File: src/logic/ascg_map.vh
// register offsets, field codes, reset values and timing counts of the start/pin0 block
`ifndef ASCG_MAP_VH
`define ASCG_MAP_VH

// register offsets on the serial port
`define ASCG_ADDR_POWER      7'h00
`define ASCG_ADDR_CONV       7'h01
`define ASCG_ADDR_SEQ        7'h02
`define ASCG_ADDR_CAL        7'h03
`define ASCG_ADDR_PIN0       7'h04
`define ASCG_ADDR_GPCONV     7'h06
`define ASCG_ADDR_GPSEQ      7'h07
`define ASCG_ADDR_FILTER     7'h08
`define ASCG_ADDR_PGA        7'h0E

// serial frame layout
`define ASCG_FRAME_RW_BIT    7
`define ASCG_FRAME_BITS      5'h10
`define ASCG_CMD_LAST_BIT    5'h07
`define ASCG_DATA_LAST_BIT   5'h0F

// power-state codes and reset value
`define ASCG_PS_NORMAL       2'h0
`define ASCG_PS_STANDBY      2'h1
`define ASCG_PS_SLEEP        2'h2
`define ASCG_PS_RESET        2'h3
`define ASCG_PS_RST_VAL      2'h2
`define ASCG_PS_WAKE_READ    2'h2

// sequencer address ranges
`define ASCG_SEQ_MIN         7'h3A
`define ASCG_SEQ_MAX         7'h6E
`define ASCG_GPSEQ_MAX       7'h6F
`define ASCG_GPSEQ_RST_VAL   7'h3A

// calibration type codes
`define ASCG_CAL_SELF        3'h0
`define ASCG_CAL_PGA         3'h1
`define ASCG_CAL_RSV0        3'h2
`define ASCG_CAL_RSV1        3'h3
`define ASCG_CAL_SOFF_A      3'h4
`define ASCG_CAL_SGAIN_A     3'h5
`define ASCG_CAL_SOFF_B      3'h6
`define ASCG_CAL_SGAIN_B     3'h7

// calibration store targets
`define ASCG_OFF_SEL_SELF    2'h0
`define ASCG_OFF_SEL_SYS_A   2'h1
`define ASCG_OFF_SEL_SYS_B   2'h2
`define ASCG_GAIN_SEL_SYS_A  4'h8
`define ASCG_GAIN_SEL_SYS_B  4'h9
`define ASCG_GAIN_1X         3'h0
`define ASCG_PATH_PGA        2'h2

// pin0 control fields and codes
`define ASCG_DIR_MSB         7
`define ASCG_DIR_LSB         6
`define ASCG_ISEL_MSB        5
`define ASCG_ISEL_LSB        4
`define ASCG_OSEL_MSB        2
`define ASCG_OSEL_LSB        0
`define ASCG_DIR_IN          2'h0
`define ASCG_DIR_RSV         2'h1
`define ASCG_DIR_OD          2'h2
`define ASCG_DIR_PP          2'h3
`define ASCG_ISEL_OFF        2'h0
`define ASCG_ISEL_CONV       2'h1
`define ASCG_ISEL_SEQ        2'h2
`define ASCG_ISEL_RSV        2'h3
`define ASCG_OSEL_HIZ        3'h0
`define ASCG_OSEL_IRQ_LOW    3'h1
`define ASCG_OSEL_IRQ_HIGH   3'h2
`define ASCG_OSEL_ZERO       3'h3
`define ASCG_OSEL_ONE        3'h4
`define ASCG_OSEL_SWITCH     3'h5
`define ASCG_OSEL_MOD        3'h6
`define ASCG_OSEL_SYSCLK     3'h7
`define ASCG_PIN0_RST_VAL    8'h00

// timing: clock rate, wakeup time, system clock output
`define ASCG_CLK_MHZ         100
`define ASCG_WAKE_TIME_NS    1000
`define ASCG_WAKE_CYC        ((`ASCG_WAKE_TIME_NS * `ASCG_CLK_MHZ + 999) / 1000)
`define ASCG_SYSCLK_KHZ      2456
`define ASCG_SYSCLK_HALF     ((`ASCG_CLK_MHZ * 1000) / (2 * `ASCG_SYSCLK_KHZ))

`endif

File: src/logic/ascg_pin_sync.v
// two-flop synchroniser with rising-edge detect for one pin
`timescale 1ns/100ps
`include "ascg_map.vh"

module ascg_pin_sync
(
	input  wire clk,
	input  wire rst,
	input  wire pin_in,
	output wire level,
	output wire rise
);

	reg meta_r;
	reg sync_r;
	reg prev_r;

	// meta_r feeds only sync_r
	always @(posedge clk)
	begin
		if (rst)
		begin
			meta_r <= 1'b0;
			sync_r <= 1'b0;
			prev_r <= 1'b0;
		end
		else
		begin
			meta_r <= pin_in;
			sync_r <= meta_r;
			prev_r <= sync_r;
		end
	end

	// (RQ18) two-period pulses always seen
	assign level = sync_r;
	assign rise  = sync_r & ~prev_r;

endmodule

File: src/logic/ascg_clk_div.v
// divider making the system clock level for the pin output
`timescale 1ns/100ps
`include "ascg_map.vh"

module ascg_clk_div
(
	input  wire clk,
	input  wire rst,
	input  wire enable,
	output wire clk_level
);

	localparam integer HALF_CYC_LAST = `ASCG_SYSCLK_HALF - 1;
	localparam [5:0] HALF_LAST = HALF_CYC_LAST[5:0];

	reg [5:0] cnt_r;
	reg       lvl_r;

	// (RQ22) toggle every half period
	always @(posedge clk)
	begin
		if (rst || !enable)
		begin
			cnt_r <= 6'h00;
			lvl_r <= 1'b0;
		end
		else if (cnt_r == HALF_LAST)
		begin
			cnt_r <= 6'h00;
			lvl_r <= ~lvl_r;
		end
		else
		begin
			cnt_r <= cnt_r + 6'h01;
		end
	end

	assign clk_level = lvl_r;

endmodule

File: src/logic/ascg_top.v
// start-command, calibration-start and pin0 control registers behind the serial port
// Overview of operation
// (RQ1) writing sequence start launches the sequencer at the written address
// (RQ2) a start during a running sequence acts as an unconditional jump
// (RQ3) addresses outside 0x3A to 0x6E are ignored, nothing starts
// (RQ4) sequence start in standby or sleep wakes first, then runs
// (RQ5) writing calibration start launches the type in bits 2:0
// (RQ6) calibration values are stored only on successful completion
// (RQ7) filter type and rate are frozen at calibration start
// (RQ8) calibration start in standby or sleep wakes first
// (RQ9) type 000 self-calibrates into self offset and gain-1 gain
// (RQ10) type 001 calibrates current PGA gain, no-op if path off or 1x
// (RQ11) host must not use reserved types 010 and 011
// (RQ12) types 100 and 101 store system offset and gain set A
// (RQ13) types 110 and 111 store system offset and gain set B
// (RQ14) pin0 control writes holding a reserved code are dropped
// (RQ15) direction: 00 input, 01 reserved, 10 open drain, 11 push-pull
// (RQ16) input function: off, edge conversion start, edge sequence start, reserved
// (RQ17) pin start edge in standby or sleep wakes first, then starts
// (RQ18) external start pulses last at least two clock periods
// (RQ19) output function 000 high-z, 001 low irq, 010 high irq
// (RQ20) codes 011 and 100 drive constant 0 and 1
// (RQ21) 101 low-side switch, 110 modulator active, 111 system clock
// (RQ22) system clock output runs near 2.456 MHz
// (RQ23) output function acts only as output, input function only as input
// (RQ24) power state 00 normal, 01 standby, 10 sleep, 11 reset to standby
// (RQ25) wakeup reads 10, starts held until timer expires, then 00
// (RQ26) pin conversion uses pin destination and type fields
// (RQ27) pin sequence starts at pin sequence address, reset 0x3A
// (RQ28) edges ignored while input disabled or pin is output
`timescale 1ns/100ps
`include "ascg_map.vh"

module ascg_top
(
	input  wire        clk,
	input  wire        rst,
	input  wire        spi_csb_n,
	input  wire        spi_sclk,
	input  wire        spi_sdi,
	output wire        spi_sdo,
	output wire        spi_sdo_oe_n,
	input  wire        pin0_in,
	output wire        pin0_out,
	output wire        pin0_oe_n,
	input  wire        seq_running,
	input  wire        irq_level,
	input  wire        lowside_switch_on,
	input  wire        modulator_active,
	input  wire        cal_done,
	input  wire        cal_ok,
	input  wire [23:0] cal_offset_val,
	input  wire [23:0] cal_gain_val,
	output wire [1:0]  power_state,
	output reg         seq_go,
	output reg         seq_go_jump,
	output reg  [6:0]  seq_go_addr,
	output reg         conv_go,
	output reg  [2:0]  conv_go_dest,
	output reg  [1:0]  conv_go_type,
	output reg         cal_go,
	output reg  [2:0]  cal_go_type,
	output reg  [1:0]  cal_filter_type,
	output reg  [3:0]  cal_rate,
	output reg  [2:0]  cal_pga_gain,
	output reg         cal_off_we,
	output reg  [1:0]  cal_off_sel,
	output reg  [23:0] cal_off_data,
	output reg         cal_gain_we,
	output reg  [3:0]  cal_gain_sel,
	output reg  [23:0] cal_gain_data
);

	localparam [1:0] ST_READY = 2'b01;
	localparam [1:0] ST_WAKE  = 2'b10;
	localparam integer WAKE_CYC_LAST = `ASCG_WAKE_CYC - 1;
	localparam [6:0] WAKE_LAST = WAKE_CYC_LAST[6:0];

	wire [3:0] pin_raw;
	wire [3:0] pin_lvl;
	wire [3:0] pin_rise;
	wire       csb_n_lvl;
	wire       sclk_rise;
	wire       sdi_lvl;
	wire       p0_rise;
	wire       sysclk_lvl;

	reg        soft_clr_r;
	reg  [1:0] power_r;
	reg  [1:0] state_r;
	reg  [6:0] wake_cnt_r;
	reg  [7:0] conv_r;
	reg  [6:0] seq_r;
	reg  [2:0] cal_r;
	reg  [7:0] pin0_r;
	reg  [7:0] gpconv_r;
	reg  [6:0] gpseq_r;
	reg  [6:0] filter_r;
	reg  [7:0] pga_r;
	reg  [4:0] bit_cnt_r;
	reg  [7:0] shin_r;
	reg  [7:0] cmd_r;
	reg  [7:0] tx_r;
	reg        sdo_r;
	reg        wr_r;
	reg  [6:0] wa_r;
	reg  [7:0] wd_r;
	reg        pend_seq_r;
	reg  [6:0] pend_sequence_entry_address_r;
	reg        pend_conv_r;
	reg  [4:0] pend_conv_r_fields;
	reg        pend_cal_r;
	reg  [11:0] pend_cal_fields_r;
	reg  [2:0] act_type_r;
	reg  [2:0] act_gain_r;
	reg        pin_out_r;
	reg        pin_oe_n_r;

	assign pin_raw = {pin0_in, spi_sdi, spi_sclk, ~spi_csb_n}; // select inverted so reset reads idle

	// synchronise every outside pin
	genvar gi;
	generate
		for (gi = 0; gi < 4; gi = gi + 1)
		begin : g_sync
			ascg_pin_sync u_sync
			(
				.clk    (clk),
				.rst    (rst),
				.pin_in (pin_raw[gi]),
				.level  (pin_lvl[gi]),
				.rise   (pin_rise[gi])
			);
		end
	endgenerate

	assign csb_n_lvl = ~pin_lvl[0];
	assign sclk_rise = pin_rise[1];
	assign sdi_lvl   = pin_lvl[2];
	assign p0_rise   = pin_rise[3];

	reg  sclk_prev_r;
	wire sclk_fall = ~pin_lvl[1] & sclk_prev_r;
	wire cfg_clr = rst | soft_clr_r;

	// register read decode
	function [7:0] rd_mux;
		input [6:0] a;
		begin
			if (a == `ASCG_ADDR_POWER)
				rd_mux = {6'h00, power_state};
			else if (a == `ASCG_ADDR_CONV)
				rd_mux = conv_r;
			else if (a == `ASCG_ADDR_SEQ)
				rd_mux = {1'b0, seq_r};
			else if (a == `ASCG_ADDR_CAL)
				rd_mux = {5'h00, cal_r};
			else if (a == `ASCG_ADDR_PIN0)
				rd_mux = pin0_r;
			else if (a == `ASCG_ADDR_GPCONV)
				rd_mux = gpconv_r;
			else if (a == `ASCG_ADDR_GPSEQ)
				rd_mux = {1'b0, gpseq_r};
			else if (a == `ASCG_ADDR_FILTER)
				rd_mux = {1'b0, filter_r};
			else if (a == `ASCG_ADDR_PGA)
				rd_mux = pga_r;
			else
				rd_mux = 8'h00;
		end
	endfunction

	// serial frame: command byte then one data byte
	always @(posedge clk)
	begin
		sclk_prev_r <= rst ? 1'b0 : pin_lvl[1];
		if (rst || csb_n_lvl)
		begin
			bit_cnt_r <= 5'h00;
			shin_r    <= 8'h00;
			cmd_r     <= 8'h00;
			tx_r      <= 8'h00;
			sdo_r     <= 1'b0;
			wr_r      <= 1'b0;
			wa_r      <= 7'h00;
			wd_r      <= 8'h00;
		end
		else
		begin
			wr_r <= 1'b0;
			if (sclk_rise && bit_cnt_r < `ASCG_FRAME_BITS)
			begin
				shin_r    <= {shin_r[6:0], sdi_lvl};
				bit_cnt_r <= bit_cnt_r + 5'h01;
				if (bit_cnt_r == `ASCG_CMD_LAST_BIT)
				begin
					cmd_r <= {shin_r[6:0], sdi_lvl};
					tx_r  <= rd_mux({shin_r[5:0], sdi_lvl});
				end
				if (bit_cnt_r == `ASCG_DATA_LAST_BIT && !cmd_r[`ASCG_FRAME_RW_BIT])
				begin
					wr_r <= 1'b1;
					wa_r <= cmd_r[6:0];
					wd_r <= {shin_r[6:0], sdi_lvl};
				end
			end
			if (sclk_fall && bit_cnt_r > `ASCG_CMD_LAST_BIT)
			begin
				sdo_r <= tx_r[7];
				tx_r  <= {tx_r[6:0], 1'b0};
			end
		end
	end

	assign spi_sdo      = sdo_r;
	assign spi_sdo_oe_n = csb_n_lvl;

	// write qualifiers
	wire w_power  = wr_r && wa_r == `ASCG_ADDR_POWER;
	wire w_conv   = wr_r && wa_r == `ASCG_ADDR_CONV;
	// (RQ3) range check on sequence address
	wire w_seq    = wr_r && wa_r == `ASCG_ADDR_SEQ && wd_r[6:0] >= `ASCG_SEQ_MIN && wd_r[6:0] <= `ASCG_SEQ_MAX;
	wire w_cal    = wr_r && wa_r == `ASCG_ADDR_CAL;
	wire [2:0] w_cal_type = wd_r[2:0];
	// (RQ10) pga calibration is a no-op when path off or gain 1x
	wire cal_noop = (w_cal_type == `ASCG_CAL_PGA) &&
		(pga_r[5:4] != `ASCG_PATH_PGA || pga_r[2:0] == `ASCG_GAIN_1X);
	wire cal_rsv  = (w_cal_type == `ASCG_CAL_RSV0) || (w_cal_type == `ASCG_CAL_RSV1);
	// (RQ14) reserved direction or input code drops the write
	wire w_pin0   = wr_r && wa_r == `ASCG_ADDR_PIN0 &&
		wd_r[`ASCG_DIR_MSB:`ASCG_DIR_LSB] != `ASCG_DIR_RSV &&
		wd_r[`ASCG_ISEL_MSB:`ASCG_ISEL_LSB] != `ASCG_ISEL_RSV;
	wire w_gpseq  = wr_r && wa_r == `ASCG_ADDR_GPSEQ && wd_r[6:0] >= `ASCG_SEQ_MIN && wd_r[6:0] <= `ASCG_GPSEQ_MAX;

	// configuration registers
	always @(posedge clk)
	begin
		if (cfg_clr)
		begin
			conv_r   <= 8'h00;
			seq_r    <= 7'h00;
			cal_r    <= 3'h0;
			pin0_r   <= `ASCG_PIN0_RST_VAL;
			gpconv_r <= 8'h00;
			// (RQ27) pin sequence address reset
			gpseq_r  <= `ASCG_GPSEQ_RST_VAL;
			filter_r <= 7'h00;
			pga_r    <= 8'h00;
		end
		else
		begin
			if (w_conv)
				conv_r <= {1'b0, wd_r[6:4], 2'h0, wd_r[1:0]};
			if (w_seq)
				seq_r <= wd_r[6:0];
			if (w_cal)
				cal_r <= w_cal_type;
			if (w_pin0)
				pin0_r <= {wd_r[7:4], 1'b0, wd_r[2:0]};
			if (wr_r && wa_r == `ASCG_ADDR_GPCONV)
				gpconv_r <= {1'b0, wd_r[6:4], 2'h0, wd_r[1:0]};
			if (w_gpseq)
				gpseq_r <= wd_r[6:0];
			if (wr_r && wa_r == `ASCG_ADDR_FILTER)
				filter_r <= wd_r[6:0];
			if (wr_r && wa_r == `ASCG_ADDR_PGA)
				pga_r <= {2'h0, wd_r[5:4], 1'b0, wd_r[2:0]};
		end
	end

	// (RQ16) (RQ23) (RQ28) edges count only in input mode with a start function
	wire in_mode  = pin0_r[`ASCG_DIR_MSB:`ASCG_DIR_LSB] == `ASCG_DIR_IN;
	wire pin_conv = p0_rise && in_mode && pin0_r[`ASCG_ISEL_MSB:`ASCG_ISEL_LSB] == `ASCG_ISEL_CONV;
	wire pin_seq  = p0_rise && in_mode && pin0_r[`ASCG_ISEL_MSB:`ASCG_ISEL_LSB] == `ASCG_ISEL_SEQ;

	// (RQ26) (RQ27) merge register and pin start requests
	wire       req_seq   = w_seq | pin_seq;
	wire [6:0] rq_saddr  = w_seq ? wd_r[6:0] : gpseq_r;
	wire       req_conv  = w_conv | pin_conv;
	wire [4:0] rq_conv   = w_conv ? {wd_r[6:4], wd_r[1:0]} : {gpconv_r[6:4], gpconv_r[1:0]};
	wire       req_cal   = w_cal && !cal_rsv && !cal_noop;
	// (RQ7) freeze filter, rate and gain at the request
	wire [11:0] rq_cal   = {w_cal_type, filter_r[5:4], filter_r[3:0], pga_r[2:0]};
	wire       any_req   = req_seq | req_conv | req_cal;

	// launch sources: fresh request wins over held one
	wire       f_seq   = req_seq | pend_seq_r;
	wire [6:0] f_saddr = req_seq ? rq_saddr : pend_sequence_entry_address_r;
	wire       f_conv  = req_conv | pend_conv_r;
	wire [4:0] f_cvf   = req_conv ? rq_conv : pend_conv_r_fields;
	wire       f_cal   = req_cal | pend_cal_r;
	wire [11:0] f_clf  = req_cal ? rq_cal : pend_cal_fields_r;
	wire       wake_done = (state_r == ST_WAKE) && wake_cnt_r == 7'h00;
	wire       fire = (state_r == ST_READY && power_r == `ASCG_PS_NORMAL && !w_power && any_req) ||
		(wake_done && !w_power);

	// (RQ24) (RQ25) power state and wakeup sequencing
	always @(posedge clk)
	begin
		if (cfg_clr)
		begin
			power_r    <= rst ? `ASCG_PS_RST_VAL : `ASCG_PS_STANDBY;
			state_r    <= ST_READY;
			wake_cnt_r <= 7'h00;
			soft_clr_r <= 1'b0;
			pend_seq_r <= 1'b0;
			pend_conv_r <= 1'b0;
			pend_cal_r <= 1'b0;
			pend_sequence_entry_address_r <= 7'h00;
			pend_conv_r_fields <= 5'h00;
			pend_cal_fields_r <= 12'h000;
		end
		else if (w_power)
		begin
			// a power write also drops any held start
			soft_clr_r  <= wd_r[1:0] == `ASCG_PS_RESET;
			power_r     <= wd_r[1:0];
			state_r     <= ST_READY;
			pend_seq_r  <= 1'b0;
			pend_conv_r <= 1'b0;
			pend_cal_r  <= 1'b0;
		end
		else
		begin
			case (state_r)
				ST_READY:
				begin
					// (RQ4) (RQ8) (RQ17) wake before any start
					if (any_req && power_r != `ASCG_PS_NORMAL)
					begin
						state_r    <= ST_WAKE;
						wake_cnt_r <= WAKE_LAST;
						pend_seq_r <= req_seq;
						pend_conv_r <= req_conv;
						pend_cal_r <= req_cal;
						pend_sequence_entry_address_r <= rq_saddr;
						pend_conv_r_fields <= rq_conv;
						pend_cal_fields_r <= rq_cal;
					end
				end
				ST_WAKE:
				begin
					pend_seq_r  <= f_seq;
					pend_conv_r <= f_conv;
					pend_cal_r  <= f_cal;
					pend_sequence_entry_address_r <= f_saddr;
					pend_conv_r_fields <= f_cvf;
					pend_cal_fields_r <= f_clf;
					wake_cnt_r  <= wake_cnt_r - 7'h01;
					if (wake_done)
					begin
						power_r     <= `ASCG_PS_NORMAL;
						state_r     <= ST_READY;
						pend_seq_r  <= 1'b0;
						pend_conv_r <= 1'b0;
						pend_cal_r  <= 1'b0;
					end
				end
				default:
					state_r <= ST_READY;
			endcase
		end
	end

	assign power_state = (state_r == ST_WAKE) ? `ASCG_PS_WAKE_READ : power_r;

	// (RQ1) (RQ2) (RQ5) start pulses to sequencer, converter, calibrator
	always @(posedge clk)
	begin
		if (cfg_clr)
		begin
			seq_go <= 1'b0;
			seq_go_jump <= 1'b0;
			seq_go_addr <= 7'h00;
			conv_go <= 1'b0;
			conv_go_dest <= 3'h0;
			conv_go_type <= 2'h0;
			cal_go <= 1'b0;
			cal_go_type <= 3'h0;
			cal_filter_type <= 2'h0;
			cal_rate <= 4'h0;
			cal_pga_gain <= 3'h0;
		end
		else
		begin
			seq_go  <= fire & f_seq;
			conv_go <= fire & f_conv;
			cal_go  <= fire & f_cal;
			if (fire && f_seq)
			begin
				seq_go_addr <= f_saddr;
				seq_go_jump <= seq_running;
			end
			if (fire && f_conv)
			begin
				conv_go_dest <= f_cvf[4:2];
				conv_go_type <= f_cvf[1:0];
			end
			if (fire && f_cal)
			begin
				cal_go_type     <= f_clf[11:9];
				cal_filter_type <= f_clf[8:7];
				cal_rate        <= f_clf[6:3];
				cal_pga_gain    <= f_clf[2:0];
			end
		end
	end

	// (RQ6) store results only on successful completion
	always @(posedge clk)
	begin
		if (cfg_clr)
		begin
			act_type_r <= 3'h0;
			act_gain_r <= 3'h0;
			cal_off_we <= 1'b0;
			cal_gain_we <= 1'b0;
			cal_off_sel <= 2'h0;
			cal_gain_sel <= 4'h0;
			cal_off_data <= 24'h000000;
			cal_gain_data <= 24'h000000;
		end
		else
		begin
			cal_off_we  <= 1'b0;
			cal_gain_we <= 1'b0;
			if (fire && f_cal)
			begin
				act_type_r <= f_clf[11:9];
				act_gain_r <= f_clf[2:0];
			end
			if (cal_done && cal_ok)
			begin
				cal_off_data  <= cal_offset_val;
				cal_gain_data <= cal_gain_val;
				case (act_type_r)
					// (RQ9) self offset and unity gain
					`ASCG_CAL_SELF:
					begin
						cal_off_we   <= 1'b1;
						cal_off_sel  <= `ASCG_OFF_SEL_SELF;
						cal_gain_we  <= 1'b1;
						cal_gain_sel <= {1'b0, `ASCG_GAIN_1X};
					end
					// (RQ10) gain slot of current gain
					`ASCG_CAL_PGA:
					begin
						cal_gain_we  <= 1'b1;
						cal_gain_sel <= {1'b0, act_gain_r};
					end
					// (RQ12) system set A
					`ASCG_CAL_SOFF_A:
					begin
						cal_off_we  <= 1'b1;
						cal_off_sel <= `ASCG_OFF_SEL_SYS_A;
					end
					`ASCG_CAL_SGAIN_A:
					begin
						cal_gain_we  <= 1'b1;
						cal_gain_sel <= `ASCG_GAIN_SEL_SYS_A;
					end
					// (RQ13) system set B
					`ASCG_CAL_SOFF_B:
					begin
						cal_off_we  <= 1'b1;
						cal_off_sel <= `ASCG_OFF_SEL_SYS_B;
					end
					`ASCG_CAL_SGAIN_B:
					begin
						cal_gain_we  <= 1'b1;
						cal_gain_sel <= `ASCG_GAIN_SEL_SYS_B;
					end
					default:
					begin
						cal_off_we  <= 1'b0;
						cal_gain_we <= 1'b0;
					end
				endcase
			end
		end
	end

	wire [2:0] osel    = pin0_r[`ASCG_OSEL_MSB:`ASCG_OSEL_LSB];
	wire [1:0] dir     = pin0_r[`ASCG_DIR_MSB:`ASCG_DIR_LSB];
	wire       out_on  = dir[1] && osel != `ASCG_OSEL_HIZ;

	// (RQ22) system clock source
	ascg_clk_div u_div
	(
		.clk       (clk),
		.rst       (rst),
		.enable    (out_on && osel == `ASCG_OSEL_SYSCLK),
		.clk_level (sysclk_lvl)
	);

	// (RQ19) (RQ20) (RQ21) output function value
	reg pin_val;
	always @*
	begin
		case (osel)
			`ASCG_OSEL_IRQ_LOW:  pin_val = ~irq_level;
			`ASCG_OSEL_IRQ_HIGH: pin_val = irq_level;
			`ASCG_OSEL_ZERO:     pin_val = 1'b0;
			`ASCG_OSEL_ONE:      pin_val = 1'b1;
			`ASCG_OSEL_SWITCH:   pin_val = ~lowside_switch_on;
			`ASCG_OSEL_MOD:      pin_val = modulator_active;
			`ASCG_OSEL_SYSCLK:   pin_val = sysclk_lvl;
			default:             pin_val = 1'b0;
		endcase
	end

	// (RQ15) (RQ23) pin drive by direction; switch forces open drain
	always @(posedge clk)
	begin
		if (cfg_clr || !out_on)
		begin
			pin_out_r  <= 1'b0;
			pin_oe_n_r <= 1'b1;
		end
		else if (dir == `ASCG_DIR_OD || osel == `ASCG_OSEL_SWITCH)
		begin
			pin_out_r  <= 1'b0;
			pin_oe_n_r <= pin_val;
		end
		else
		begin
			pin_out_r  <= pin_val;
			pin_oe_n_r <= 1'b0;
		end
	end

	assign pin0_out  = pin_out_r;
	assign pin0_oe_n = pin_oe_n_r;

endmodule

File: config.mk
export PLATFORM = sky130hd
export DESIGN_NAME = ascg_top
export DESIGN_NICKNAME = d
export VERILOG_FILES = /design/src/logic/ascg_pin_sync.v /design/src/logic/ascg_clk_div.v /design/src/logic/ascg_top.v
export VERILOG_INCLUDE_DIRS = /design/src /design/src/logic
export SDC_FILE = /design/constraint.sdc
export NUM_CORES = 1
export LEC_CHECK = 0
export BUFFER_PORTS_ARGS = -buffer_cell sky130_fd_sc_hd__buf_2
export CORE_MARGIN = 1.5
export CORE_UTILIZATION = 55
export DETAILED_ROUTE_END_ITERATION = 16
export HOLD_SLACK_MARGIN = 0.03
export PLACE_DENSITY = 0.77
export SLEW_MARGIN = 20
export SYNTH_ARGS = -nofsm -noshare
export SYNTH_HDL_FRONTEND = slang
export SYNTH_HIERARCHICAL = 1
export SYNTH_SLANG_ARGS = --single-unit
File: constraint.sdc
create_clock -name clk -period 2.5 [get_ports clk]
set_input_delay 0.125 -clock clk [delete_from_list [all_inputs] [get_ports clk]]
set_output_delay 0.125 -clock clk [all_outputs]
set_load 0.02 [all_outputs]
* Word-level counts from Yosys, hierarchy flattened
Cells that the tools add are included.
Widths: inputs -> output; s select.
** Storage, ports and cells
- Register bits :: 233
- Bits of input ports :: 60
- Output and inout port bits :: 90
- Logic and storage cells :: 267
** Cells by class
- Add/sub/neg operators :: 3
- $lt $le $gt $ge :: 5
- Equal/unequal tests :: 44
- Mux-type cells :: 50
- Bitwise gates (word level) :: 25
- Reductions and logical operators :: 82
** Operators by type and width (count)
- $mux 8 :: 8
- $mux 7 :: 7
- $eq 7x3->1 const B :: 6
- $logic_and 1x1->1 :: 36
- $eq 7x2->1 const B :: 4
- $eq 7x4->1 const B :: 4
- $pmux 7 s2 :: 2
- $eq 3x3->1 const B :: 8
- $mux 12 :: 2
- $pmux 12 s2 :: 1
- $logic_not 7->1 :: 3
- $mux 2 :: 8
- $pmux 4 s4 :: 1
- $reduce_and 2->1 :: 8
- $mux 5 :: 3
- $eq 7x1->1 const B :: 2
- $le 7x7->1 const B :: 2
- $reduce_bool 3->1 :: 4
- $reduce_or 2->1 :: 6
- $not 1->1 :: 11
- $mux 1 :: 10
- $pmux 5 s2 :: 1
- $eq 3x1->1 const B :: 3
- $eq 3x2->1 const B :: 3
- 29 further kinds :: 66

* Depth between registers and ports, before layout
Gate-level depths: netlist (run 1).
- Depth after elaboration :: 13
- Mapped depth :: 9
- Mapped depth without buffers :: 8

* By module
Netlist (run 1), hierarchy kept.
** By module, submodules not included
- ascg_top :: instances 1, cells an instance 1212, area each 9492.9 um2, seq. area each 4364.2 um2
- ascg_pin_sync :: instances 4, cells an instance 7, area each 87.6 um2, seq. area each 60.1 um2
- ascg_clk_div :: instances 1, cells an instance 29, area each 294.0 um2, seq. area each 140.1 um2

* Least setup slack after synthesis (run 1)
Ideal clock, no wire load.
- Path kind :: reg2reg
- From :: register wa_r[0]
- To :: register wake_cnt_r[2]
- Library setup time :: 0.117 ns
- Arrival :: 2.080 ns
- Required time :: 2.383 ns
- Setup slack :: 0.302 ns
- Stages on the path, launching flop included :: 7
- Path buffers :: 0
- Clock period less this slack :: 2.198 ns
- Path through :: dfxtp_1 -> nor4_4 -> nand2_2 -> or4_4 -> a41oi_2 -> o21ai_0 -> a32o_1
** Between the ends
- Longest elaborated chain between the ends :: 10
- Elaborated cells between the ends (all ways) :: 20
- Those cells by class :: 4 x eq/ne; 5 x bitwise; 11 x reduce/logical
** RTL lines
- from (decl) :: RTL line ascg_top.v:106 : reg [6:0] wa_r;
- from (signal assigned) :: RTL line ascg_top.v:203 : wa_r <= cmd_r[6:0];
- $eq 7x2->1 (no line)
- $logic_and 1x1->1 (no line) (3 in series)
- $or 1x1->1 :: RTL line ascg_top.v:277 : wire req_seq = w_seq | pin_seq;
- $or 1x1->1 (2 in series) :: RTL line ascg_top.v:284 : wire any_req = req_seq | req_conv | req_cal;
- $logic_and 1x1->1 (no line)
- $ne 2x1->1 (no line)
- $reduce_and 3->1 (no line) *
- to (signal assigned) :: RTL line ascg_top.v:349 : wake_cnt_r <= wake_cnt_r - 7'h01;
- to (decl) :: RTL line ascg_top.v:91 : reg [6:0] wake_cnt_r;
Mark *: on every way between the ends. The rest lies on a longest branch, timed or not.
A chain may end at the register's enable or synchronous reset.

* Worst setup path after layout (run 1)
- From :: register wa_r[1]
- To :: register pend_conv_r_fields[1]
** Between the ends
- Longest elaborated chain between the ends :: 10
- Elaborated cells between the ends (all ways) :: 24
- Those cells by class :: 4 x eq/ne; 4 x mux; 5 x bitwise; 11 x reduce/logical
** RTL lines
- $eq 7x2->1 (no line)
- $logic_and 1x1->1 (no line) (3 in series)
- $or 1x1->1 :: RTL line ascg_top.v:277
- $or 1x1->1 (2 in series) :: RTL line ascg_top.v:284
- $logic_and 1x1->1 (no line)
- $ne 2x1->1 (no line)
- $reduce_and 3->1 (no line)
- to (signal assigned) :: RTL line ascg_top.v:337 : pend_conv_r_fields <= rq_conv;
- to (signal assigned) :: RTL line ascg_top.v:347 : pend_conv_r_fields <= f_cvf;
- to (decl) :: RTL line ascg_top.v:111 : reg [4:0] pend_conv_r_fields;
Parallel ways exist; a longest one is shown, timed or not. The select of a mux whose other input is x is not followed.

==> flow_summary.yaml, run 1 <==
worst_setup_path:
  critPathLaunchType: "flop"
  required_ps: 2940
  rr_endpoint: "pend_conv_r_fields[1]"
  cp_max_fo: 19
  path_class: "flop to flop"
  endpoint_kind: "flop"
  worstPathArrival_ps: 2860
  rr_startpoint: "wa_r[1]"
  reg2reg_slack_ps: 80
  ff2ff_path_depth: 6
sta:
  worst_slew_pin_slew_ps: 703
  setup_viol_count_final: 0
  rsz0062_at_grt: "yes"
  period_needed_ps: 2420
  slew_headroom: 0.530
  clock.fmax_mhz: 413
  finalHoldViolations: 0
  tns_ps: 0
  fin_crit_sh: 0.968
  finClkSkew_ps: 7.92
  drv_slew: 0
global_routing:
  grt_max_degree: 59
  gr-total-overflow: 0
  grt_usage: 0.281
  grt_pass1_wl_um: 45300
  grt_pass1_vias: 9129
  antenna_found_initial: 0
layout:
  antenna_cells: 0
  drive_gt1_frac: 0.185
  final_cells: 1707
  fin_nets: 1529
  nFillCells: 1392
  syn_to_final_growth_pct: 25.6
drt:
  wl_um: 27800
  firstDrtPassIters: 5
  vias_per_cell: 5.74
  route.antenna.remaining_nets: 0
  vias: 9806
  drc_errors: 0
  drt_iter0_drc: 889
  wl_per_cell_um: 16.3
clocking:
  h-tree-depth: 1
  numClockSinks: 234
  clk_pin_slew_worst_paths_ps: 60
  clkLatencyLatePin_ps: 520
  cts_tree: "built"
  cts-root-buf: "clkbuf_16"
  numCtsBuffers: 25
  clockBufferDepth: 3
power_and_ir_drop:
  peakVddDrop_mv: 0.570
  p_leak_nw: 5.00
  powerDensity_nw_per_um2: 672
hold_path:
  min_path_cells: 4
  hold_path.class: "input pin to flop"
  holdCritStartpoint: "irq_level"
  hold_end: "pin0_out"
die:
  initial_utilization: 0.560
  coreArea_um2: 18000
  die-area_um2: 19100
  die_h_um: 138
  die_x_um: 138
  placementRows: 49
  io_pins: 150
placement:
  globalplace.congestion: 0.924
  portBuffers: 149
  hpwl_um: 18600
  dp_cells: 1603
synth:
  syn_inst: 1263
  yosysWarnings: 6
  syn_nets: 1329
  synth_area_um2: 10100
  avgSynthCellArea_um2: 7.97
status:
  status: "completed"
job:
  cap_violations: 0
through the flow:
stage | hold WS (ps) | util | setup WS [ps] | cell area, um2 | total power (W)
floorplan | 197 | - | 302 | 10100 | 0.00451
global placement | 331 | 0.622 | 188 | 11200 | 0.00477
detailed placement | 341 | 0.622 | 53.9 | 11200 | 0.00479
CTS | 40.1 | 0.699 | 28.4 | 12600 | 0.00851
global route | 69.4 | 0.704 | -32.8 | 12600 | 0.00878
finish | 48.6 | 0.704 | 80.9 | 12600 | 0.00849
where the power goes:
| group | total, W | internal, W | switching, W | leakage [nW] |
|---|---|---|---|---|
| Combinational | 0.000947 | 0.000409 | 0.000538 | 2.69 |
| Clock | 0.00367 | 0.00220 | 0.00147 | 0.410 |
| Sequential | 0.00387 | 0.00382 | 0.0000506 | 1.90 |
placed cells by master (no fill, tap or decap), types with 4 or more instances in the layout:
master / instances
a211o_1: 12
a211oi_1: 7
a21oi_1: 166
a22o_1: 7
a22oi_1: 6
a311oi_1: 4
a31oi_1: 6
a32o_1: 4
and3_1: 10
buf_2: 149
buf_4: 51
clkbuf_16: 25
clkbuf_8: 6
clkinv_2: 6
dfxtp_1: 232
dlygate4sd3_1: 57
ha_1: 6
inv_1: 22
mux2i_1: 39
nand2_1: 298
nand2b_1: 10
nand3_1: 56
nand4_1: 4
nor2_1: 80
nor2b_1: 20
nor3_1: 18
o211ai_1: 11
o21ai_0: 48
o22ai_1: 10
o2bb2ai_1: 6
o31ai_1: 4
or2_2: 4
or3_1: 11
or4_1: 4
final cells by class:
| cell class | instances | area (um2) | share of cell area |
|---|---|---|---|
| inverter | 22 | 82.6 | 0.00653 |
| multi-input combinational | 920 | 5000 | 0.395 |
| clock inverter | 9 | 98.8 | 0.00782 |
| timing repair buffer | 260 | 1760 | 0.139 |
| sequential | 234 | 4700 | 0.372 |
| tap | 229 | 287 | 0.0227 |
| clock buffer | 33 | 716 | 0.0566 |
how the worst max path moves through the flow:
| stage | from | endpoint | slack (ps) | cells after the start |
|---|---|---|---|---|
| floorplan | wa_r[0] | wake_cnt_r[2] | 300 | 6 |
| global placement | wa_r[0] | pend_conv_r_fields[3] | 190 | 6 |
| detailed placement | wa_r[0] | pend_sequence_entry_address_r[5] | 50 | 7 |
| CTS | wa_r[0] | pend_sequence_entry_address_r[5] | 30 | 7 |
| global route | wa_r[6] | wake_cnt_r[5] | -30 | 7 |
| finish | wa_r[1] | pend_conv_r_fields[1] | 80 | 6 |
metal layers:
metal	up-vias	wire length (um)	track usage	part of all wire
li1	4784	-	-	-
met1	4550	11800	0.370	0.42
met2	389	13200	0.464	0.48
met3	83	1860	0.0436	0.067
met4	0	904	0.114	0.033
met5	-	0	0	0
worst max-delay path, stage by stage, from the launching register on:
cell and delay, ps:
dfxtp_1 360, or4_1 560, or2_1 290, buf_4 240
and2_0 310, a211o_1 380, o22ai_1 190
state kept, by name (all words and copies together), names as in the netlist, 8 cells and up:
register / flops
tx_r: 8
cal_off_data: 24
wd_r: 8
cal_gain_data: 24
cmd_r: 8
pend_cal_fields_r: 12
repair_timing:
action,CTS,global route
endpoints found under the setup margin,0,39
setup buffers,0,5
gates resized for setup,0,9
hold endpoints to repair,58,0
hold buffers,57,0
Note: power is estimated with default switching activity, not from simulation.
==> inputs of run 2 (changes only) <==
--- a/config.mk
+++ b/config.mk
@@ -15,5 +15,4 @@
 export SLEW_MARGIN = 20
 export SYNTH_ARGS = -nofsm -noshare
 export SYNTH_HDL_FRONTEND = slang
-export SYNTH_HIERARCHICAL = 1
 export SYNTH_SLANG_ARGS = --single-unit
==> flow_summary.yaml, run 2 <==
layout:
  syn_to_final_growth_pct: 25.8
  drive_gt1_frac: 0.207
  finalInstanceArea_um2: 12700
  antenna_cells: 0
  mostFrequentLayoutCells: "231 x dfxtp_1, 212 x nand2_1, 149 x buf_2"
  fin_nets: 1465
  final_common_cell: "dfxtp_1"
  top_regs: "cal_gain_data (24), cal_off_data (24), pend_cal_fields_r (12)"
  final_cells: 1644
synth:
  yosys-top-cells-area: "dfxtp_1 46%, mux2i_1 7.9%, nand2_1 7.9%, a21oi_1 7.0%, nor2_1 4.6%"
  yosysMostFrequentCell: "dfxtp_1"
  synth_flop_cell: "dfxtp_1"
  syn_inst: 1193
  yosysWarnings: 0
  seq_area_frac_synth: 0.465
  synth_area_um2: 10100
  yosys-top-cells-count: "231 x dfxtp_1, 213 x nand2_1, 141 x a21oi_1, 124 x nor2_1, 80 x mux2i_1"
  synth-edff-count: 2
  avgSynthCellArea_um2: 8.45
  synthArstFlopShare: 0
  synth-seq-cells: 233
  synth_top_area_cell: "dfxtp_1"
  synth.distinct_cells: 78
  syn_nets: 1259
  synth_top_area_frac: 0.459
worst_setup_path:
  critPathSlowestCell: "or4b_4"
  cp_max_fo: 4
  endpoint_kind: "flop"
  required_ps: 2940
  path_class: "flop to flop"
  slowest_delay_ps: 540
  critPathLaunchType: "flop"
  path_cells: "inv_1 -> ha_2 -> or3b_4 -> or4b_4 -> o21ai_1 -> buf_4 -> o211ai_1 -> nand2_2 -> mux2i_1"
  worstPathArrival_ps: 2860
  ff2ff_path_depth: 9
drt:
  firstDrtPassIters: 5
  route.antenna.remaining_nets: 0
  wl_um: 27900
  vias: 9395
  vias_per_cell: 5.71
  drt_iter0_drc: 808
  wl_per_cell_um: 17.0
  drc_errors: 0
power_and_ir_drop:
  pwr-share-seq: 0.453
  power.internal_w: 0.00651
  power_frac_clock: 0.448
  power_w: 0.00848
  peakVddDrop_mv: 0.676
  switching_share: 0.233
  powerDensity_nw_per_um2: 669
  switchingPower_w: 0.00198
  p_leak_nw: 4.91
  comb_power_share: 0.099
clocking:
  cts-root-buf: "clkbuf_16"
  clockBufferDepth: 3
  clkLatencyLatePin_ps: 520
  numCtsBuffers: 25
  h-tree-depth: 1
  numClockSinks: 233
  cts_tree: "built"
  clk_pin_slew_worst_paths_ps: 60
die:
  initial_utilization: 0.561
  die_h_um: 138
  die_x_um: 138
  io_pins: 150
  placementRows: 49
  coreArea_um2: 18000
  die-area_um2: 19100
placement:
  globalplace.congestion: 0.956
  dp_cells: 1546
  portBuffers: 149
  placedInstanceArea_um2: 11300
  place_ws_ps: -28.1
  hpwl_um: 17900
sta:
  tns_ps: 0
  fin_ws_ps: 80.8
  setup_viol_count_final: 0
  finClkSkew_ps: 11.2
  clock.fmax_mhz: 413
  finalHoldViolations: 0
  slew_headroom: 0.498
  fin_crit_sh: 0.968
  period_needed_ps: 2420
  worst_slew_pin_slew_ps: 754
  drv_slew: 0
global_routing:
  grt_pass1_wl_um: 45300
  antenna_found_initial: 0
  grt_pass1_vias: 8893
  grt_max_degree: 91
  gr-total-overflow: 0
  grt_usage: 0.283
hold_path:
  hold_path.class: "input pin to flop"
  min_path_cells: 3
status:
  status: "completed"
job:
  cap_violations: 0
==> run 2: final cells by class <==
cell class,instances,area (um2)
Multi-Input combinational cell,849,4990
Fill cell,1357,5280
Clock inverter,8,143
Timing Repair Buffer,267,1800
Tap cell,229,287
Inverter,23,86.3
Sequential cell,233,4680
Clock buffer,35,693
==> run 2: kinds of logic (layout without fill, tap and decap cells) <==
| group | count (synthesis) | after routing | share of synthesized area |
|---|---|---|---|
| simple gates | 470 | 470 | 0.214 |
| xor+xnor | 8 | 8 | 0.00695 |
| flops | 233 | 233 | 0.465 |
| mux | 87 | 87 | 0.0873 |
| buf+inv | 111 | 333 | 0.0449 |
| fa+ha+maj | 6 | 6 | 0.00745 |
| compound gates | 278 | 278 | 0.175 |
==> run 2: metrics by stage <==
step | utilization | hold slack (ps)
detailed placement | 0.627 | 278
finish | 0.706 | 90.4
global placement | 0.627 | 277
CTS | 0.704 | 67.1
global route | 0.706 | 92.0
floorplan | - | 192
==> run 2: routing by layer <==
| layer | vias up | GRT usage | share of wire |
|---|---|---|---|
| li1 | 4545 | - | - |
| met1 | 4434 | 0.378 | 0.44 |
| met2 | 340 | 0.478 | 0.48 |
| met3 | 76 | 0.0388 | 0.054 |
| met4 | 0 | 0.0892 | 0.030 |
| met5 | - | 0 | 0 |
==> run 2: worst paths after layout <==
path	from	end	slack (ps)
max	wake_cnt_r[1]	conv_go_type[0]	80
min	rst	g_sync[0].u_sync.meta_r	90
max reg2reg	wake_cnt_r[1]	conv_go_type[0]	80
min reg2reg	g_sync[3].u_sync.meta_r	g_sync[3].u_sync.level	430
==> run 2: what timing repair did <==
| item | 4_1_cts | 5_1_grt |
|---|---|---|
| hold buffers | 54 | 0 |
| hold endpoints to repair | 54 | 0 |
| endpoints found under the setup margin | 17 | 31 |
| cloned | 0 | 0 |
| gates resized for setup | 3 | 10 |
| buffers inserted | 0 | 1 |
| pin swaps | 0 | 1 |
==> run 2: power by group through the flow <==
stage | logic, W | registers, W | clock network [W]
6_report | 0.000837 | 0.00384 | 0.00380
5_1_grt | 0.000902 | 0.00385 | 0.00397
2_1_floorplan | 0.000468 | 0.00396 | 0
4_1_cts | 0.000806 | 0.00384 | 0.00382
3_3_place_gp | 0.000719 | 0.00392 | 0
3_5_place_dp | 0.000735 | 0.00392 | 0
==> run 2: worst max-delay path: cells and delay by family (launching register included) <==
kind                     cells  cell delay (ps)
AO/OA/AOI/OAI                2              320
adder cells (fa/ha/maj)      1              170
buffers and inverters        2              220
flip-flops                   1              320
multiplexers                 1              200
AND/OR/NAND/NOR              3             1100
==> inputs of run 3 (changes only) <==
--- a/config.mk
+++ b/config.mk
@@ -12,7 +12,9 @@
 export DETAILED_ROUTE_END_ITERATION = 16
 export HOLD_SLACK_MARGIN = 0.03
 export PLACE_DENSITY = 0.77
+export SETUP_SLACK_MARGIN = 0.1
 export SLEW_MARGIN = 20
 export SYNTH_ARGS = -nofsm -noshare
 export SYNTH_HDL_FRONTEND = slang
+export SYNTH_HIERARCHICAL = 1
 export SYNTH_SLANG_ARGS = --single-unit
==> flow_summary.yaml, run 3 (synthesis gave the netlist of run 1 again) <==
hold_path:
  holdCritStartpoint: "irq_level"
  hold_path.class: "input pin to flop"
drt:
  vias_per_cell: 5.81
  wl_um: 28000
  wl_per_cell_um: 16.3
  firstDrtPassIters: 7
  drc_errors: 0
  route.antenna.remaining_nets: 0
  drt_iter0_drc: 943
  vias: 9948
sta:
  rsz0062_at_grt: "yes"
  tns_ps: 0
  period_needed_ps: 2370
  fin_crit_sh: 0.947
  setup_viol_count_final: 0
  finClkSkew_ps: 7.50
  worst_slew_pin_slew_ps: 697
  fin_ws_ps: 132
  clock.fmax_mhz: 422
  drv_slew: 0
  finalHoldViolations: 0
  slew_headroom: 0.535
placement:
  globalplace.congestion: 0.924
  hpwl_um: 18600
  place_ws_ps: 53.9
  portBuffers: 149
  placedInstanceArea_um2: 11200
layout:
  nFillCells: 1381
  seq_area_um2: 4710
  antenna_cells: 0
  fin_nets: 1533
  multi_input_area_um2: 5030
  syn_to_final_growth_pct: 26.3
  finalInstanceArea_um2: 12700
  final_common_cell: "nand2_1"
  mostFrequentLayoutCells: "298 x nand2_1, 228 x dfxtp_1, 166 x a21oi_1"
  finish.utilization: 0.708
  top_regs: "cal_gain_data (24), cal_off_data (24), pend_cal_fields_r (12)"
  drive_gt1_frac: 0.193
die:
  die_x_um: 138
  coreArea_um2: 18000
  initial_utilization: 0.560
  placementRows: 49
  die-area_um2: 19100
  die_h_um: 138
  io_pins: 150
worst_setup_path:
  critPathSlowestCell: "or4b_4"
  path_cells: "or4b_4 -> a211o_1 -> nor2_4 -> o31ai_4 -> buf_4 -> a211o_1 -> a21oi_1"
  critPathLaunchType: "flop"
  critPathLaunch: "wa_r[4]"
  endpoint_kind: "flop"
  worst_path_most_repeated_cell: "a211o_1"
  path_class: "flop to flop"
  required_ps: 2940
  cp_max_fo: 19
  worstPathArrival_ps: 2810
  slowest_delay_ps: 570
  rr_startpoint: "wa_r[4]"
power_and_ir_drop:
  p_leak_nw: 5.03
  peakVddDrop_mv: 0.570
  powerDensity_nw_per_um2: 669
global_routing:
  met3_usage: 0.0436
  antenna_found_initial: 0
  grt_usage: 0.282
  grt_pass1_wl_um: 45400
  grt-busiest-layer: "met2"
  use_met1: 0.370
  grt_max_degree: 59
  grt_pass1_vias: 9140
  met2_usage: 0.468
  gr-total-overflow: 0
status:
  status: "completed"
clocking:
  numClockSinks: 234
  cts_tree: "built"
  clk_pin_slew_worst_paths_ps: 60
  clockBufferDepth: 3
  numCtsBuffers: 25
  cts-root-buf: "clkbuf_16"
  clkLatencyLatePin_ps: 520
  h-tree-depth: 1
job:
  cap_violations: 0
==> run 3: cell count changes in the layout (fill, tap and decap cells not counted), moves of 11 or more <==
| cell | change |
|---|---|
| nand3_1 | +38 |
| a211o_1 | +11 |
| mux2i_1 | -41 |
| nand2_1 | +86 |
| o21ai_0 | +29 |
| o21ai_1 | -12 |
| nor2_1 | -43 |
| a21oi_1 | +25 |
==> run 3: cell type report <==
type,count,area share
flip-flops and latches,234,0.370
well taps,229,0.0225
inverters,22,0.00650
repair buffers,264,0.141
clock buffers,33,0.0563
clock inverters,9,0.00777
multi-input cells,920,0.395
==> run 3: worst max-delay path: cells and delay by family (launching register included) <==
kind	cells	cell delay, ps
flip-flops	1	350
AO/OA/AOI/OAI	4	870
AND/OR/NAND/NOR	2	840
buffers and inverters	1	220
==> run 3: what timing repair did <==
action                     CTS  global route
hold buffers                57             0
gates resized for setup      4            17
setup buffers                3             6
pin swaps                    2             3
hold endpoints to repair    58             0
setup endpoints to repair   20            47
==> run 3: path summary, 6_finish.rpt <==
path / endpoint / slack [ps] / cells after the start
worst max-delay path: act_gain_r[1] / 130 / 7
worst min-delay path: pin0_out / 50 / 4
worst max register to register: act_gain_r[1] / 130 / 7
worst min register to register: g_sync[1].u_sync/level / 440 / 1
==> run 3: where the power goes <==
group          total, W  internal (W)  switching [W]
sequential      0.00387       0.00382      0.0000512
clock           0.00367       0.00220        0.00147
combinational  0.000959      0.000415       0.000545
total           0.00850       0.00644        0.00206
==> run 3: per-stage QoR <==
step,hold slack [ps],instances,power (W)
final,46.9,1711,0.00850
after global routing,69.4,1711,0.00880
after floorplan,197,1263,0.00451
after detailed placement,341,1603,0.00479
after global placement,331,1603,0.00477
after CTS,40.1,1705,0.00851
==> run 3: metal layers <==
| layer | vias up | part of all wire | wire [um] |
|---|---|---|---|
| met5 | - | 0 | 0 |
| met1 | 4646 | 0.42 | 11700 |
| met4 | 0 | 0.031 | 879 |
| met2 | 437 | 0.48 | 13300 |
| li1 | 4784 | - | - |
| met3 | 81 | 0.075 | 2080 |
